### src/core/vpa_regs.vh
// Register indices, I/O ports, field positions and decode constants
// for the plane, mask and attribute path. Definitions only.
`ifndef VPA_REGS_VH
`define VPA_REGS_VH

// Host I/O port addresses
`define VPA_IO_ATTR_WR     16'h03C0
`define VPA_IO_ATTR_RD     16'h03C1
`define VPA_IO_DAC_FIRST   16'h03C6
`define VPA_IO_DAC_LAST    16'h03C9
`define VPA_IO_GC_INDEX    16'h03CE
`define VPA_IO_GC_DATA     16'h03CF
`define VPA_IO_STAT_COLOR  16'h03DA
`define VPA_IO_STAT_MONO   16'h03BA

// Graphics controller indices
`define VPA_GC_MODE        4'h5
`define VPA_GC_MISC        4'h6
`define VPA_GC_CMP_PLANES  4'h7
`define VPA_GC_BIT_MASK    4'h8

// Attribute controller indices
`define VPA_AC_BORDER      5'h11
`define VPA_AC_PLANE_EN    5'h12
`define VPA_AC_PAN         5'h13
`define VPA_AC_BANK        5'h14

// Write modes, memory window codes
`define VPA_WMODE_0        2'h0
`define VPA_WMODE_2        2'h2
`define VPA_MAP_A0_128K    2'h0
`define VPA_MAP_A0_64K     2'h1
`define VPA_MAP_B0_32K     2'h2
`define VPA_MAP_B8_32K     2'h3

// Host memory address windows (bits 19:15)
`define VPA_SEG_A0         5'h14
`define VPA_SEG_A8         5'h15
`define VPA_SEG_B0         5'h16
`define VPA_SEG_B8         5'h17

// Status mux codes
`define VPA_MUX_P2P0       2'h0
`define VPA_MUX_P5P4       2'h1
`define VPA_MUX_P3P1       2'h2
`define VPA_MUX_P7P6       2'h3

// Panning
`define VPA_PAN_NINE_ZERO  4'h8
`define VPA_PAN_DEPTH      9
`define VPA_PAN_LAST       4'h8

`endif

### src/core/vpa_path.v
// Plane mask, write bit mask and attribute colour path with the
// indexed host registers and the external video DAC strobes.
// Assumes host I/O strobes and pixel inputs are synchronous to
// core_clk_in; palette lookup sits outside between plane_idx_out
// and pal_color_in, combinational, in the same cycle.
//
// Contract
// - Memory map field selects host window at A0000, B0000 or B8000.
// - Compare plane bits choose which planes join colour compare.
// - Write bit mask applies only in write modes 0 and 2, all planes.
// - Mask bit 0 writes latched data; mask bit 1 passes new data.
// - Border colour shown when display enable and blank inactive, except low-res modes other than mode 13.
// - Plane display enable bits gate each plane into pixel stream except 256-colour mode.
// - Status mux routes two colour bits to input status port.
// - Panning value shifts displayed pixels left, mode-limited range.
// - Panning decode differs for nine-dot, mode 13 and other modes.
// - Bank bits may replace colour bits 4 and 5.
// - Bank high bits form colour top bits except 256-colour mode.
// - DAC ports 3C6-3C9 drive DAC strobes, data routed, not stored.
`timescale 1ns/1ns
`default_nettype none
`include "vpa_regs.vh"

module vpa_path (
  input  wire        core_clk_in,     // Core clock, 250 MHz
  input  wire        rstn_in,         // Async reset, active low
  // Host I/O
  input  wire [15:0] io_addr_in,      // I/O port address
  input  wire        io_rd_in,        // I/O read, level
  input  wire        io_wr_in,        // I/O write, level
  input  wire [7:0]  io_wdata_in,     // I/O write data
  output reg  [7:0]  io_rdata_out,    // I/O read data, next clock
  // Host memory write path
  input  wire [19:0] mem_addr_in,     // Host memory address
  output reg         mem_hit_out,     // Address in display window
  input  wire        mem_wr_in,       // Host memory write pulse
  input  wire [31:0] mem_src_in,      // Write data after mode logic
  input  wire [31:0] mem_latch_in,    // Latches from last read
  output reg         mem_wr_out,      // Plane write pulse
  output reg  [31:0] mem_wdata_out,   // Per-plane write data
  output wire [3:0]  cmp_planes_out,  // Planes joining compare
  // Pixel path
  input  wire        nine_dot_in,     // Nine-dot or mono text mode
  input  wire        mode13_in,       // Mode 13 active
  input  wire        low_res_in,      // 40-column or 320-pixel mode
  input  wire        bank_sub_in,     // Use bank bits for colour 5:4
  input  wire [7:0]  pix_in,          // Serialised pixel from memory
  output wire [3:0]  plane_idx_out,   // Panned index to palette
  input  wire [5:0]  pal_color_in,    // Palette output for index
  input  wire        disp_en_in,      // Display enable, high active
  input  wire        blank_in,        // Blanking, high active
  output reg  [7:0]  color_out,       // Colour value to DAC
  output reg  [1:0]  stat_mux_out,    // Status port colour pair
  // External DAC
  output wire        dac_read_strobe_n_out,  // DAC read, low
  output wire        dac_write_strobe_n_out, // DAC write, low
  output wire [1:0]  dac_rs_out,      // DAC register select
  output wire [7:0]  dac_data_out,    // DAC data out
  output wire        dac_data_oe_out, // DAC data drive enable
  input  wire [7:0]  dac_data_in      // DAC data in
);

  // --------------------------------------------------------------
  // Register storage; only defined bits exist
  // --------------------------------------------------------------
  reg [3:0] gc_index_reg;
  reg [1:0] gc_wmode_reg;
  reg       gc_shift_reg;
  reg       gc_256_reg;
  reg [1:0] gc_map_reg;
  reg [3:0] color_compare_plane_select_reg;
  reg [7:0] write_bit_protect_mask_reg;
  reg [4:0] ac_index_reg;
  reg       ac_flip_reg;
  reg [7:0] border_color_value_reg;
  reg [5:0] plane_display_enable_reg;
  reg [3:0] pixel_left_shift_reg;
  reg [3:0] palette_bank_select_reg;

  wire io_gc_idx  = (io_addr_in == `VPA_IO_GC_INDEX);
  wire io_gc_dat  = (io_addr_in == `VPA_IO_GC_DATA);
  wire io_ac_wr   = (io_addr_in == `VPA_IO_ATTR_WR);
  wire io_ac_rd   = (io_addr_in == `VPA_IO_ATTR_RD);
  wire io_stat    = (io_addr_in == `VPA_IO_STAT_COLOR) ||
                    (io_addr_in == `VPA_IO_STAT_MONO);
  wire io_dac     = (io_addr_in >= `VPA_IO_DAC_FIRST) &&
                    (io_addr_in <= `VPA_IO_DAC_LAST);

  // Write and read strobes are edges of the host levels
  reg  io_wr_d_reg;
  reg  io_rd_d_reg;
  wire wr_pulse = io_wr_in && !io_wr_d_reg;
  wire rd_pulse = io_rd_in && !io_rd_d_reg;

  // --------------------------------------------------------------
  // Register writes
  // --------------------------------------------------------------
  always @(posedge core_clk_in or negedge rstn_in) begin
    if (!rstn_in) begin
      io_wr_d_reg                    <= 1'b0;
      io_rd_d_reg                    <= 1'b0;
      gc_index_reg                   <= 4'h0;
      gc_wmode_reg                   <= 2'h0;
      gc_shift_reg                   <= 1'b0;
      gc_256_reg                     <= 1'b0;
      gc_map_reg                     <= 2'h0;
      color_compare_plane_select_reg <= 4'h0;
      write_bit_protect_mask_reg     <= 8'h00;
      ac_index_reg                   <= 5'h00;
      ac_flip_reg                    <= 1'b0;
      border_color_value_reg         <= 8'h00;
      plane_display_enable_reg       <= 6'h00;
      pixel_left_shift_reg           <= 4'h0;
      palette_bank_select_reg        <= 4'h0;
    end else begin
      io_wr_d_reg <= io_wr_in;
      io_rd_d_reg <= io_rd_in;
      if (wr_pulse && io_gc_idx)
        gc_index_reg <= io_wdata_in[3:0];
      if (wr_pulse && io_gc_dat) begin
        case (gc_index_reg)
          `VPA_GC_MODE: begin
            gc_wmode_reg <= io_wdata_in[1:0];
            gc_shift_reg <= io_wdata_in[5];
            gc_256_reg   <= io_wdata_in[6];
          end
          `VPA_GC_MISC:       gc_map_reg <= io_wdata_in[3:2];
          `VPA_GC_CMP_PLANES: color_compare_plane_select_reg <= io_wdata_in[3:0];
          `VPA_GC_BIT_MASK:   write_bit_protect_mask_reg <= io_wdata_in;
          default: ;
        endcase
      end
      // Index/data toggle; a status read puts it back to index
      if (rd_pulse && io_stat) begin
        ac_flip_reg <= 1'b0;
      end else if (wr_pulse && io_ac_wr) begin
        ac_flip_reg <= !ac_flip_reg;
        if (!ac_flip_reg) begin
          ac_index_reg <= io_wdata_in[4:0];
        end else begin
          case (ac_index_reg)
            `VPA_AC_BORDER:   border_color_value_reg   <= io_wdata_in;
            `VPA_AC_PLANE_EN: plane_display_enable_reg <= io_wdata_in[5:0];
            `VPA_AC_PAN:      pixel_left_shift_reg     <= io_wdata_in[3:0];
            `VPA_AC_BANK:     palette_bank_select_reg  <= io_wdata_in[3:0];
            default: ;
          endcase
        end
      end
    end
  end

  // --------------------------------------------------------------
  // Register reads; DAC reads return pin data, nothing stored
  // --------------------------------------------------------------
  reg [7:0] rd_mux;
  always @* begin
    rd_mux = 8'h00;
    if (io_gc_idx) begin
      rd_mux = {4'h0, gc_index_reg};
    end else if (io_gc_dat) begin
      case (gc_index_reg)
        `VPA_GC_MODE:       rd_mux = {1'b0, gc_256_reg, gc_shift_reg, 3'h0, gc_wmode_reg};
        `VPA_GC_MISC:       rd_mux = {4'h0, gc_map_reg, 2'h0};
        `VPA_GC_CMP_PLANES: rd_mux = {4'h0, color_compare_plane_select_reg};
        `VPA_GC_BIT_MASK:   rd_mux = write_bit_protect_mask_reg;
        default:            rd_mux = 8'h00;
      endcase
    end else if (io_ac_wr) begin
      rd_mux = {3'h0, ac_index_reg};
    end else if (io_ac_rd) begin
      case (ac_index_reg)
        `VPA_AC_BORDER:   rd_mux = border_color_value_reg;
        `VPA_AC_PLANE_EN: rd_mux = {2'h0, plane_display_enable_reg};
        `VPA_AC_PAN:      rd_mux = {4'h0, pixel_left_shift_reg};
        `VPA_AC_BANK:     rd_mux = {4'h0, palette_bank_select_reg};
        default:          rd_mux = 8'h00;
      endcase
    end else if (io_stat) begin
      rd_mux = {2'h0, stat_mux_out, 4'h0};
    end else if (io_dac) begin
      rd_mux = dac_data_in;
    end
  end

  always @(posedge core_clk_in or negedge rstn_in) begin
    if (!rstn_in)
      io_rdata_out <= 8'h00;
    else if (io_rd_in)
      io_rdata_out <= rd_mux;
  end

  // --------------------------------------------------------------
  // DAC strobes follow the host command directly
  // --------------------------------------------------------------
  assign dac_read_strobe_n_out  = !(io_rd_in && io_dac);
  assign dac_write_strobe_n_out = !(io_wr_in && io_dac);
  wire [15:0] dac_off           = io_addr_in - `VPA_IO_DAC_FIRST;
  assign dac_rs_out             = dac_off[1:0];
  assign dac_data_out           = io_wdata_in;
  assign dac_data_oe_out        = io_wr_in && io_dac;

  // --------------------------------------------------------------
  // Host memory window and write mask
  // --------------------------------------------------------------
  always @* begin
    case (gc_map_reg)
      `VPA_MAP_A0_128K: mem_hit_out = (mem_addr_in[19:17] == `VPA_SEG_A0 >> 2);
      `VPA_MAP_A0_64K:  mem_hit_out = (mem_addr_in[19:16] == `VPA_SEG_A0 >> 1);
      `VPA_MAP_B0_32K:  mem_hit_out = (mem_addr_in[19:15] == `VPA_SEG_B0);
      `VPA_MAP_B8_32K:  mem_hit_out = (mem_addr_in[19:15] == `VPA_SEG_B8);
      default:          mem_hit_out = 1'b0;
    endcase
  end

  assign cmp_planes_out = color_compare_plane_select_reg;

  wire mask_on = (gc_wmode_reg == `VPA_WMODE_0) ||
                 (gc_wmode_reg == `VPA_WMODE_2);
  wire [31:0] mask32 = mask_on ? {4{write_bit_protect_mask_reg}} : 32'hFFFF_FFFF;

  always @(posedge core_clk_in or negedge rstn_in) begin
    if (!rstn_in) begin
      mem_wr_out    <= 1'b0;
      mem_wdata_out <= 32'h0000_0000;
    end else begin
      mem_wr_out <= mem_wr_in;
      if (mem_wr_in)
        mem_wdata_out <= (mem_src_in & mask32) | (mem_latch_in & ~mask32);
    end
  end

  // --------------------------------------------------------------
  // Pixel path
  // --------------------------------------------------------------
  wire [7:0] pix_gated = gc_256_reg ? pix_in :
                         {4'h0, pix_in[3:0] & plane_display_enable_reg[3:0]};
  wire [7:0] pix_panned;

  vpa_pan u_pan (
    .core_clk_in (core_clk_in),
    .rstn_in     (rstn_in),
    .pan_val_in  (pixel_left_shift_reg),
    .nine_dot_in (nine_dot_in),
    .mode13_in   (mode13_in),
    .pix_in      (pix_gated),
    .pix_out     (pix_panned)
  );

  assign plane_idx_out = pix_panned[3:0];

  // Border suppressed in low-resolution modes other than mode 13
  wire border_ok = !low_res_in || mode13_in;
  reg [7:0] color_next;
  always @* begin
    if (gc_256_reg)
      color_next = pix_panned;
    else
      color_next = {palette_bank_select_reg[3:2],
                    bank_sub_in ? palette_bank_select_reg[1:0]
                                : pal_color_in[5:4],
                    pal_color_in[3:0]};
    if (blank_in || !disp_en_in)
      color_next = (!blank_in && border_ok) ? border_color_value_reg : 8'h00;
  end

  reg [1:0] stat_next;
  always @* begin
    case (plane_display_enable_reg[5:4])
      `VPA_MUX_P2P0: stat_next = {color_next[2], color_next[0]};
      `VPA_MUX_P5P4: stat_next = {color_next[5], color_next[4]};
      `VPA_MUX_P3P1: stat_next = {color_next[3], color_next[1]};
      `VPA_MUX_P7P6: stat_next = {color_next[7], color_next[6]};
      default:       stat_next = 2'h0;
    endcase
  end

  always @(posedge core_clk_in or negedge rstn_in) begin
    if (!rstn_in) begin
      color_out    <= 8'h00;
      stat_mux_out <= 2'h0;
    end else begin
      color_out    <= color_next;
      stat_mux_out <= stat_next;
    end
  end

endmodule
`default_nettype wire

### src/core/vpa_pan.v
// Horizontal pixel panning: decodes the shift value and picks a tap
// of a fixed nine-stage pixel delay line.
// Assumes one pixel per core clock; latency is 10 clocks minus the decoded shift.
`timescale 1ns/1ns
`default_nettype none
`include "vpa_regs.vh"

module vpa_pan (
  input  wire       core_clk_in,  // Core clock
  input  wire       rstn_in,      // Async reset, active low
  input  wire [3:0] pan_val_in,   // Stored panning value
  input  wire       nine_dot_in,  // Nine-dot or mono text mode
  input  wire       mode13_in,    // 256-colour mode 13
  input  wire [7:0] pix_in,       // Pixel stream in
  output reg  [7:0] pix_out       // Panned pixel stream
);

  // --------------------------------------------------------------
  // Shift decode
  // --------------------------------------------------------------
  reg [3:0] shift;
  always @* begin
    if (mode13_in) begin
      shift = {2'h0, pan_val_in[2:1]};
    end else if (nine_dot_in) begin
      if (pan_val_in < `VPA_PAN_NINE_ZERO)
        shift = pan_val_in + 4'h1;
      else
        shift = 4'h0;
    end else begin
      // Values above seven are undefined here; treat as no shift
      shift = pan_val_in[3] ? 4'h0 : pan_val_in;
    end
  end

  // --------------------------------------------------------------
  // Delay line; older tap means less shift
  // --------------------------------------------------------------
  reg [7:0] line_reg [0:`VPA_PAN_DEPTH-1];
  genvar g;
  generate
    for (g = 0; g < `VPA_PAN_DEPTH; g = g + 1) begin : g_line
      wire [7:0] stage_in;
      if (g == 0) begin : g_head
        assign stage_in = pix_in;
      end else begin : g_tail
        assign stage_in = line_reg[g-1];
      end
      always @(posedge core_clk_in or negedge rstn_in) begin
        if (!rstn_in)
          line_reg[g] <= 8'h00;
        else
          line_reg[g] <= stage_in;
      end
    end
  endgenerate

  always @(posedge core_clk_in or negedge rstn_in) begin
    if (!rstn_in)
      pix_out <= 8'h00;
    else
      pix_out <= line_reg[`VPA_PAN_LAST - shift];
  end

endmodule
`default_nettype wire

### config.mk
export PLATFORM = sky130hd
export DESIGN_NAME = vpa_path
export DESIGN_NICKNAME = d
export VERILOG_FILES = /design/src/core/vpa_path.v /design/src/core/vpa_pan.v
export VERILOG_INCLUDE_DIRS = /design/src /design/src/core
export SDC_FILE = /design/constraint.sdc
export NUM_CORES = 1
export LEC_CHECK = 0
export ABC_AREA = 1
export BUFFER_PORTS_ARGS = -buffer_cell sky130_fd_sc_hd__buf_2
export CAP_MARGIN = 25
export CORE_MARGIN = 1
export CORE_UTILIZATION = 50
export DETAILED_ROUTE_END_ITERATION = 10
export PLACE_DENSITY = 0.75
export SETUP_SLACK_MARGIN = 0.15
export SKIP_LAST_GASP = 1
export SYNTH_ARGS = -nofsm -noshare
export SYNTH_HDL_FRONTEND = slang
export SYNTH_HIERARCHICAL = 1
export SYNTH_SLANG_ARGS = --single-unit
### constraint.sdc
create_clock -name core_clk_in -period 6.4 [get_ports core_clk_in]
set_input_delay 0.32 -clock core_clk_in [delete_from_list [all_inputs] [get_ports core_clk_in]]
set_output_delay 0.32 -clock core_clk_in [all_outputs]
set_load 0.02 [all_outputs]
# After elaboration in Yosys (flattened, before gate mapping)

Cells that the tools add are included.
W data, S select, Z words.

Input port bits: 141
Flip-flop bits (word level): 183
Word-level logic and storage cells: 130
Output and inout bits: 73

Equality and inequality tests: 25
Order comparisons: 4
Mux-type cells: 25
Bitwise logic cells: 8
Add/subtract/negate cells: 3
Reductions and logical operators: 35

Operators with widths:

| cell                   | count |
|---|---|
| $eq A16 B10 Y1 const B | 6 |
| $mux W8                | 12 |
| $and A32 B32 Y32       | 2 |
| $pmux W8 S4            | 2 |
| $bmux W8 S4            | 1 |
| $mux W32               | 1 |
| $not A32 Y32           | 1 |
| $or A32 B32 Y32        | 1 |
| $eq A5 B5 Y1 const B   | 6 |
| $ge A16 B10 Y1 const B | 1 |
| $le A16 B10 Y1 const B | 1 |
| $reduce_and A4 Y1      | 4 |
| $eq A4 B3 Y1 const B   | 3 |
| $mux W4                | 3 |
| $eq A2 B2 Y1 const B   | 5 |
| $logic_and A1 B1 Y1    | 10 |
| $eq A4 B4 Y1 const B   | 2 |
| $logic_not A1 Y1       | 8 |
| $pmux W2 S4            | 1 |
| $reduce_and A2 Y1      | 4 |
| $logic_not A2 Y1       | 3 |
| $ge A5 B5 Y1 const B   | 1 |
| $not A4 Y5             | 1 |
| $add A4 B1 Y4 const B  | 1 |
| 14 further kinds       | 20 |

# Longest topological paths before layout

Gate-level depths: netlist of the first run.

Depth after elaboration: 9
Depth in mapped cells: 14
Mapped depth without buffers: 13

# Modules after synthesis

Netlist of the first run, hierarchy kept.

Modules (own cells, without submodules):

| module   | seq. area each (sq um) | instances | area an instance (sq um) | cells each |
|---|---|---|---|---|
| vpa_path | 2577.5                 | 1         | 5504.0                   | 730 |
| vpa_pan  | 2001.9                 | 1         | 3224.3                   | 343 |

# Worst setup path before layout of the first run

No wires, ideal clock.

Path kind: register to register
From: register pixel_left_shift_reg[0]
To: register u_pan.pix_out[5]
Path slack: 4110 ps
Buffers on the path: 2
Cell stages (with the launch flop): 15
Data arrival time: 2225 ps
Data required time: 6335 ps
Period minus slack after synthesis: 2290 ps
Setup time: 65 ps
Path through: dfrtp_1 > ha_1 > inv_1 > nand2_1 > nand3_1 > nand2_1 > clkinv_1 > ha_1 > buf_2 > inv_1 > clkbuf_1 > nand3_1 > nand3_1 > nand3_1 > nand2_1

Cells in the longest elaborated chain, start to end: 9
Elaborated cells between the ends (all ways): 11
Those cells by class: 2 x add/sub; 1 x order compare; 7 x mux; 1 x bitwise

Ends and longest elaborated chain:

| what                                          | RTL line       | text |
|---|---|---|
| from (decl)                                   | vpa_path.v:77  | `reg [3:0] pixel_left_shift_reg;` |
| from (signal assigned)                        | vpa_path.v:144 | `` `VPA_AC_PAN: pixel_left_shift_reg <= io_wdata_in[3:0]; `` |
| $add A4 B1 Y4 or $lt A4 B4 Y1 (tied branches) | -              |  |
| $mux W4                                       | vpa_pan.v:26   | `` if (pan_val_in < `VPA_PAN_NINE_ZERO) `` |
| $mux W4 *                                     | vpa_pan.v:25   | `end else if (nine_dot_in) begin` |
| $mux W4 *                                     | vpa_pan.v:23   | `if (mode13_in) begin` |
| $sub A4 B4 Y4 (no line) *                     | -              |  |
| $not A4 Y5 *                                  | vpa_pan.v:62   | `` pix_out <= line_reg[`VPA_PAN_LAST - shift]; `` |
| $bmux W8 S4 *                                 | vpa_pan.v:62   |  |
| $mux W8 * (2 in series)                       | vpa_pan.v:62   |  |
| to (signal assigned)                          | vpa_pan.v:62   |  |
| to (decl)                                     | vpa_pan.v:15   | `output reg [7:0] pix_out` |

Mark *: on every way between the ends. The rest lies on a longest branch, timed or not. The select of a mux whose other input is x is not followed.
A chain may end at the register's enable or synchronous reset.

# Worst setup path after layout of the first run

From: register pixel_left_shift_reg[3]
To: register u_pan.pix_out[2]

The elaborated chain is that of the path after synthesis.

==> run_summary.xml, run 1 <==
<?xml version="1.0" encoding="UTF-8"?>
<metrics>
  <group name="outcome">
    <metric name="run_status" unit="">finished, final reports clean</metric>
  </group>
  <group name="clock_tree">
    <metric name="numCtsBuffers" unit="">17</metric>
    <metric name="total_number_of_h_tree_levels" unit="">4</metric>
    <metric name="worst_setup_hold_path_clk_slew" unit="ns">0.06</metric>
    <metric name="cts_hold_buf" unit="">1</metric>
    <metric name="setup_fix_bufs_post_cts" unit="">0</metric>
    <metric name="numClockSinks" unit="">183</metric>
    <metric name="post_cts_resize_count" unit="">0</metric>
    <metric name="clock_tree.root_cell" unit="">clkbuf_16</metric>
    <metric name="cts_max_path_buffers" unit="">2</metric>
    <metric name="tritoncts" unit="">built</metric>
    <metric name="clk-insertion-delay-late" unit="ns">0.43</metric>
  </group>
  <group name="yosys">
    <metric name="seq_area_frac_synth" unit="%">52.5</metric>
    <metric name="synth.distinct_cells" unit="">41</metric>
    <metric name="synth_ff_type" unit="">dfrtp_1</metric>
    <metric name="post-synth-top-area-cell" unit="">dfrtp_1</metric>
    <metric name="synth.ff_latch_count" unit="">183</metric>
    <metric name="ys_async_sr_fraction" unit="%">100</metric>
    <metric name="yosys-top-cells-count" unit="">nand2_1, dfrtp_1, inv_1</metric>
    <metric name="syn-cell-area" unit="um^2">8730</metric>
    <metric name="yosysMostFrequentCell" unit="">nand2_1</metric>
    <metric name="synthCells" unit="">1073</metric>
    <metric name="ys.warnings.count" unit="">6</metric>
    <metric name="netlist.area_leader.share" unit="%">52.5</metric>
    <metric name="synth_enable_flop_cells" unit="">0</metric>
    <metric name="synth.top_cells.by_area" unit="">dfrtp_1, nand2_1, nand3_1</metric>
    <metric name="postSynthAreaPerCell" unit="um^2">8.13</metric>
    <metric name="mappedNetlistNets" unit="">1216</metric>
  </group>
  <group name="critical_path">
    <metric name="critical_path_peak_fanout" unit="">33</metric>
    <metric name="start_kind" unit="">flip-flop</metric>
    <metric name="cp_data_arrival_time" unit="ns">3.69</metric>
    <metric name="critPathCaptureType" unit="">flip-flop</metric>
    <metric name="critPathKind" unit="">flip-flop to flip-flop</metric>
    <metric name="crit_required" unit="ns">6.71</metric>
  </group>
  <group name="timing">
    <metric name="final-max-slew-violation-count" unit="">0</metric>
    <metric name="postLayoutSetupSlackWorst" unit="ns">3.02</metric>
    <metric name="final_period_minus_worst_setup_slack" unit="ns">3.38</metric>
    <metric name="max_slew_margin" unit="%">44.1</metric>
    <metric name="worst_slew_pin_slew" unit="ns">0.838</metric>
    <metric name="tns" unit="ns">0</metric>
    <metric name="fmax" unit="MHz">296</metric>
    <metric name="fin_hold_ws" unit="ns">0.0747</metric>
    <metric name="unrepaired_setup_endpoints_after_global_routing" unit="">no</metric>
    <metric name="report.final.setup_viol" unit="">0</metric>
    <metric name="finalClockSkew" unit="ns">0.00826</metric>
    <metric name="report.final.hold_viol_count" unit="">0</metric>
    <metric name="timing.final.crit_share" unit="%">52.9</metric>
  </group>
  <group name="global_routing">
    <metric name="globalRoute.totalOverflow" unit="">0</metric>
    <metric name="grt.total_usage" unit="%">24.6</metric>
    <metric name="grt_pass1_wl" unit="um">34200</metric>
    <metric name="vias_in_the_first_global_route" unit="">6862</metric>
    <metric name="number_of_antenna_violations_at_the_first_check_in_global_routing" unit="">1</metric>
    <metric name="grt_start_max_net_pins" unit="">102</metric>
  </group>
  <group name="floorplanning">
    <metric name="die_height" unit="um">134</metric>
    <metric name="floorplan.die.width" unit="um">134</metric>
    <metric name="design.core.area" unit="um^2">16800</metric>
    <metric name="io-pin-count" unit="">214</metric>
    <metric name="die_outline_area" unit="um^2">18000</metric>
    <metric name="initial_core_util" unit="%">51.9</metric>
    <metric name="floorplan.rows" unit="">47</metric>
  </group>
  <group name="routing">
    <metric name="drt_wl_total" unit="um">21800</metric>
    <metric name="iter_0_drt_violations" unit="">686</metric>
    <metric name="avgRoutedWirePerCell" unit="um">14.7</metric>
    <metric name="drt_drc_violations_left" unit="">0</metric>
    <metric name="vias" unit="">7619</metric>
    <metric name="detailedRoute.firstPassIterationCount" unit="">5</metric>
    <metric name="ant_nets" unit="">0</metric>
    <metric name="vias_per_cell" unit="">5.14</metric>
  </group>
  <group name="final_layout">
    <metric name="design.final.nets" unit="">1396</metric>
    <metric name="largest_register_ffs" unit="">64</metric>
    <metric name="syn_to_final_growth" unit="%">20.2</metric>
    <metric name="antenna_cells_inserted" unit="">0</metric>
    <metric name="core_occupancy_in_the_finished_layout" unit="%">62.4</metric>
    <metric name="layout-drive-gt1-share" unit="%">22.0</metric>
  </group>
  <group name="power">
    <metric name="max-vdd-ir-drop" unit="mV">0.198</metric>
    <metric name="power_leakage" unit="uW">0.00552</metric>
    <metric name="power_per_cell_area" unit="nW/um^2">243</metric>
  </group>
  <group name="place">
    <metric name="place_congestion" unit="">0.924</metric>
    <metric name="place_worst_setup_slack" unit="ns">3.04</metric>
    <metric name="buffer_ports.inserted" unit="">198</metric>
    <metric name="detailedPlacementHpwl" unit="um">15500</metric>
  </group>
  <group name="job">
    <metric name="max_cap_viol_count" unit="">0</metric>
  </group>
  <group name="min_path">
    <metric name="timing.hold.worst.class" unit="">primary input to flip-flop</metric>
  </group>
</metrics>
cell type report:
type	count	area, um^2
flip-flops and latches	183	4580
inverters	149	562
well taps	220	275
clock inverters	8	173
clock buffers	21	450
multi-input cells	697	3350
repair buffers	205	1110
fillers	1471	6320
kinds of logic (layout without fill, tap and decap cells):
logic type | Yosys count | count (layout) | synth area share (%)
compound gates | 118 | 118 | 8.57
flops | 183 | 183 | 52.5
fa+ha+maj | 2 | 2 | 0.287
simple gates | 575 | 575 | 29.3
mux | 2 | 2 | 0.229
buf+inv | 193 | 383 | 9.19
worst max-delay path: stages, from the launching register on:
cell and delay [ns]:
dfrtp_1 0.42, nor2_4 0.18, nand3_4 0.34, nand2_4 0.43
inv_2 0.18, ha_1 0.72, inv_1 0.43, nand3_1 0.20
nand3_1 0.10, nand3_1 0.16, nand2_1 0.08
placed cells by master, fill, tap and decap left out, types with 7 or more instances in the layout:
master / n
a21oi_1: 12
a31oi_1: 33
buf_2: 197
clkbuf_16: 17
dfrtp_1: 183
inv_1: 143
nand2_1: 303
nand2_2: 7
nand3_1: 117
nand3b_1: 8
nand4_1: 22
nor2_1: 97
o21ai_0: 38
o21ai_2: 22
routing by layer:
metal | vias up | track usage, % | share of wire (%)
met5 | - | 0 | 0.060
met2 | 315 | 38.2 | 46
met1 | 3492 | 34.2 | 45
met4 | 2 | 8.99 | 1.9
li1 | 3777 | - | -
met3 | 33 | 4.88 | 6.6
where the power goes:
group | switching (uW) | leakage (uW) | total [uW] | internal (uW)
Combinational | 156 | 0.00276 | 239 | 82.9
Sequential | 12.5 | 0.00245 | 1190 | 1180
Clock | 424 | 0.000303 | 1120 | 698
worst paths after layout:
path / cells past startpoint / slack [ns] / to / startpoint
min: 3 / 0.07 / u_pan/g_line[1].stage_in[5] / pix_in[5]
min in group asynchronous: 3 / 0.50 / color_out[0] / rstn_in
max reg2reg: 10 / 3.02 / u_pan/pix_out[2] / pixel_left_shift_reg[3]
max: 10 / 3.02 / u_pan/pix_out[2] / pixel_left_shift_reg[3]
max in group asynchronous: 5 / 4.93 / mem_wdata_out[16] / rstn_in
min reg2reg: 0 / 0.37 / u_pan/g_line[5].stage_in[5] / u_pan/g_line[4].stage_in[5]
through the flow:
step,total power [uW],cell area (um^2),instances
after floorplan,1340,8730,1073
after global placement,1440,9780,1449
after detailed placement,1450,9780,1449
after CTS,2570,10400,1479
after global routing,2650,10500,1483
final,2550,10500,1483
No activity file was read; power rests on OpenSTA's default activity.
==> inputs of run 2 (changes only) <==
Settings changed: ABC_AREA 1 to 0, CORE_UTILIZATION 50 to 48, PLACE_DENSITY 0.75 to 0.77.
Clock period 6.4 ns to 2.84 ns, I/O delays scaled along.
==> run 2 against run 1 <==
  * Design area decreased by 4.5%
  * Combinational power grew 100%
  * Via count fell by 23%
  * Wire length shrank 13%
  * First-iteration DRC count down 53%
  * Clock power increased by 110%
  * Sequential share of layout area up 2.0 points
==> run_summary.xml, run 2 <==
<?xml version="1.0" encoding="UTF-8"?>
<metrics>
  <group name="clock_tree">
    <metric name="worst_setup_hold_path_clk_slew" unit="ns">0.07</metric>
    <metric name="setup_fix_bufs_post_cts" unit="">0</metric>
    <metric name="total_number_of_h_tree_levels" unit="">4</metric>
    <metric name="clock_tree.root_cell" unit="">clkbuf_16</metric>
    <metric name="numCtsBuffers" unit="">17</metric>
    <metric name="cts_max_path_buffers" unit="">2</metric>
    <metric name="clk-insertion-delay-late" unit="ns">0.43</metric>
    <metric name="numClockSinks" unit="">183</metric>
    <metric name="tritoncts" unit="">built</metric>
  </group>
  <group name="yosys">
    <metric name="synth_ff_type" unit="">dfrtp_1</metric>
    <metric name="seq_area_frac_synth" unit="%">56.3</metric>
    <metric name="ys_async_sr_fraction" unit="%">100</metric>
    <metric name="yosys-top-cells-count" unit="">dfrtp_1, nor2_1, mux2i_1</metric>
    <metric name="synth_compound_gate_area_share" unit="%">9.33</metric>
    <metric name="synth_simple_gate_area_share" unit="%">10.9</metric>
    <metric name="mappedNetlistNets" unit="">773</metric>
    <metric name="multiplexer_share_of_the_synthesized_area" unit="%">19.7</metric>
    <metric name="synthXorXnorAreaFrac" unit="%">0.723</metric>
    <metric name="synth.top_cells.by_area" unit="">dfrtp_1, mux2i_1, mux2_2</metric>
    <metric name="synth_enable_flop_cells" unit="">0</metric>
    <metric name="ys.warnings.count" unit="">6</metric>
    <metric name="netlist.area_leader.share" unit="%">56.3</metric>
    <metric name="syn-cell-area" unit="um^2">8130</metric>
    <metric name="postSynthAreaPerCell" unit="um^2">12.9</metric>
    <metric name="synthCells" unit="">630</metric>
    <metric name="synth.ff_latch_count" unit="">183</metric>
    <metric name="synth-adder-area-share" unit="%">0.308</metric>
    <metric name="post-synth-top-area-cell" unit="">dfrtp_1</metric>
    <metric name="synth.distinct_cells" unit="">74</metric>
    <metric name="yosysMostFrequentCell" unit="">dfrtp_1</metric>
    <metric name="dominant_combinational_cell_family_by_area_after_synthesis" unit="">multiplexers</metric>
  </group>
  <group name="critical_path">
    <metric name="critPathKind" unit="">flip-flop to flip-flop</metric>
    <metric name="cp_data_arrival_time" unit="ns">2.71</metric>
    <metric name="crit_required" unit="ns">3.14</metric>
    <metric name="start_kind" unit="">flip-flop</metric>
    <metric name="critPathCaptureType" unit="">flip-flop</metric>
    <metric name="critical_path_peak_fanout" unit="">16</metric>
  </group>
  <group name="power">
    <metric name="power_leakage" unit="uW">0.00502</metric>
    <metric name="power_per_cell_area" unit="nW/um^2">547</metric>
    <metric name="max-vdd-ir-drop" unit="mV">0.398</metric>
    <metric name="power.total" unit="uW">5480</metric>
  </group>
  <group name="routing">
    <metric name="vias_per_cell" unit="">5.48</metric>
    <metric name="ant_nets" unit="">0</metric>
    <metric name="avgRoutedWirePerCell" unit="um">17.7</metric>
    <metric name="drt_drc_violations_left" unit="">0</metric>
    <metric name="detailroute.wirelength.met3" unit="um">940</metric>
    <metric name="vias" unit="">5844</metric>
    <metric name="routed-wl-met2" unit="um">9330</metric>
    <metric name="drt_wl_total" unit="um">18900</metric>
    <metric name="detailedRoute.firstPassIterationCount" unit="">6</metric>
    <metric name="topRoutingLayerUsed" unit="">met4</metric>
    <metric name="iter_0_drt_violations" unit="">319</metric>
    <metric name="route.layer.met1.wl" unit="um">8250</metric>
  </group>
  <group name="timing">
    <metric name="finalClockSkew" unit="ns">0.0119</metric>
    <metric name="report.final.setup_viol" unit="">0</metric>
    <metric name="final-max-slew-violation-count" unit="">0</metric>
    <metric name="timing.final.crit_share" unit="%">85.0</metric>
    <metric name="worst_slew_pin_slew" unit="ns">1.00</metric>
    <metric name="max_slew_margin" unit="%">33.0</metric>
    <metric name="report.final.hold_viol_count" unit="">0</metric>
    <metric name="tns" unit="ns">0</metric>
    <metric name="final_period_minus_worst_setup_slack" unit="ns">2.41</metric>
    <metric name="fmax" unit="MHz">414</metric>
    <metric name="fin_hold_ws" unit="ns">0.0107</metric>
    <metric name="unrepaired_setup_endpoints_after_global_routing" unit="">no</metric>
  </group>
  <group name="global_routing">
    <metric name="number_of_antenna_violations_at_the_first_check_in_global_routing" unit="">0</metric>
    <metric name="grt_start_max_net_pins" unit="">91</metric>
    <metric name="vias_in_the_first_global_route" unit="">5814</metric>
    <metric name="grt_pass1_wl" unit="um">31000</metric>
    <metric name="grt.total_usage" unit="%">23.2</metric>
    <metric name="globalRoute.totalOverflow" unit="">0</metric>
  </group>
  <group name="floorplanning">
    <metric name="floorplan.die.width" unit="um">132</metric>
    <metric name="initial_core_util" unit="%">49.0</metric>
    <metric name="die_outline_area" unit="um^2">17500</metric>
    <metric name="io-pin-count" unit="">214</metric>
    <metric name="design.core.area" unit="um^2">16600</metric>
    <metric name="die_height" unit="um">132</metric>
    <metric name="floorplan.rows" unit="">47</metric>
  </group>
  <group name="final_layout">
    <metric name="layout-drive-gt1-share" unit="%">38.0</metric>
    <metric name="antenna_cells_inserted" unit="">0</metric>
    <metric name="final_common_cell" unit="">buf_2</metric>
    <metric name="final.fill_count" unit="">1334</metric>
    <metric name="most-common-layout-cells" unit="">buf_2, dfrtp_1, nor2_1</metric>
    <metric name="syn_to_final_growth" unit="%">23.3</metric>
    <metric name="design.final.nets" unit="">977</metric>
    <metric name="largest_register_ffs" unit="">64</metric>
  </group>
  <group name="min_path">
    <metric name="timing.hold.worst.class" unit="">primary input to flip-flop</metric>
  </group>
  <group name="place">
    <metric name="buffer_ports.inserted" unit="">198</metric>
    <metric name="place_congestion" unit="">0.954</metric>
    <metric name="detailedPlacementHpwl" unit="um">13700</metric>
  </group>
  <group name="outcome">
    <metric name="run_status" unit="">finished, final reports clean</metric>
  </group>
  <group name="job">
    <metric name="max_cap_viol_count" unit="">0</metric>
  </group>
</metrics>
run 2: cell count changes in the layout (fill, tap and decap cells not counted), moves of 10 or more:
cell,delta
o21ai_2,-22
mux2i_1,+53
nand3_1,-113
o21ai_0,-24
inv_1,-135
dlygate4sd3_1,+11
a21oi_1,+30
nor2_1,-38
mux2_4,+10
mux2_2,+42
a31oi_1,-32
mux4_2,+13
nand4_1,-17
nand2_1,-278
run 2: final timing paths:
path / startpoint / to / slack, ns / cells after the start
min: mem_src_in[8] / mem_wdata_out[8] / 0.01 / 3
max in group asynchronous: rstn_in / mem_wdata_out[10] / 1.74 / 3
max reg2reg: pixel_left_shift_reg[0] / u_pan/pix_out[6] / 0.43 / 8
max: pixel_left_shift_reg[0] / u_pan/pix_out[6] / 0.43 / 8
min reg2reg: u_pan/g_line[5].stage_in[5] / u_pan/g_line[6].stage_in[5] / 0.37 / 0
min in group asynchronous: rstn_in / stat_mux_out[1] / 0.31 / 2
run 2: logic make-up (layout without fill, tap and decap cells):
kind of cell	Yosys count	after routing
flops	183	183
buf+inv	42	259
simple gates	159	159
fa+ha+maj	2	2
mux	125	125
xor+xnor	5	5
compound gates	114	114
run 2: what timing repair did:
| action | CTS | global route |
|---|---|---|
| resized for setup | 0 | 0 |
| hold endpoints to repair | 100 | 0 |
| hold buffers | 13 | 0 |
run 2: power by group:
| group | internal [uW] | switching (uW) | total (uW) |
|---|---|---|---|
| sequential | 2660 | 26.4 | 2680 |
| combinational | 183 | 294 | 477 |
| clock | 1190 | 1130 | 2320 |
| total | 4030 | 1450 | 5480 |
run 2: stage by stage:
stage / std cells / setup WS (ns) / area, um^2 / util, %
final: 1067 / 0.426 / 10000 / 60.4
after global routing: 1067 / 0.293 / 10000 / 60.4
after detailed placement: 1022 / 0.435 / 9290 / 56.0
after floorplan: 630 / 0.307 / 8130 / -
after CTS: 1067 / 0.418 / 10000 / 60.4
after global placement: 1022 / 0.481 / 9290 / 56.0
run 2: cell type report:
cell class	count	area [um^2]	area share, %
inverter	8	30.0	0.300
tap	220	275	2.75
clock buffer	17	425	4.24
sequential	183	4580	45.7
timing repair buffer	219	1200	12.0
multi-input combinational	405	3330	33.2
clock inverter	15	183	1.82
run 2: worst max-delay path, stage by stage, from the launching register on:
cell	delay, ns
dfrtp_1	0.43
ha_1	0.31
mux2_2	0.26
a22oi_1	0.25
ha_1	0.28
buf_4	0.21
mux4_2	0.31
mux2i_1	0.16
o2bb2ai_1	0.07
run 2: per-layer routing:
layer / vias to the layer above / global-route usage (%)
met4: 0 / 9.30
met2: 201 / 37.2
met5: - / 0
met1: 2879 / 30.8
met3: 26 / 5.04
li1: 2738 / -
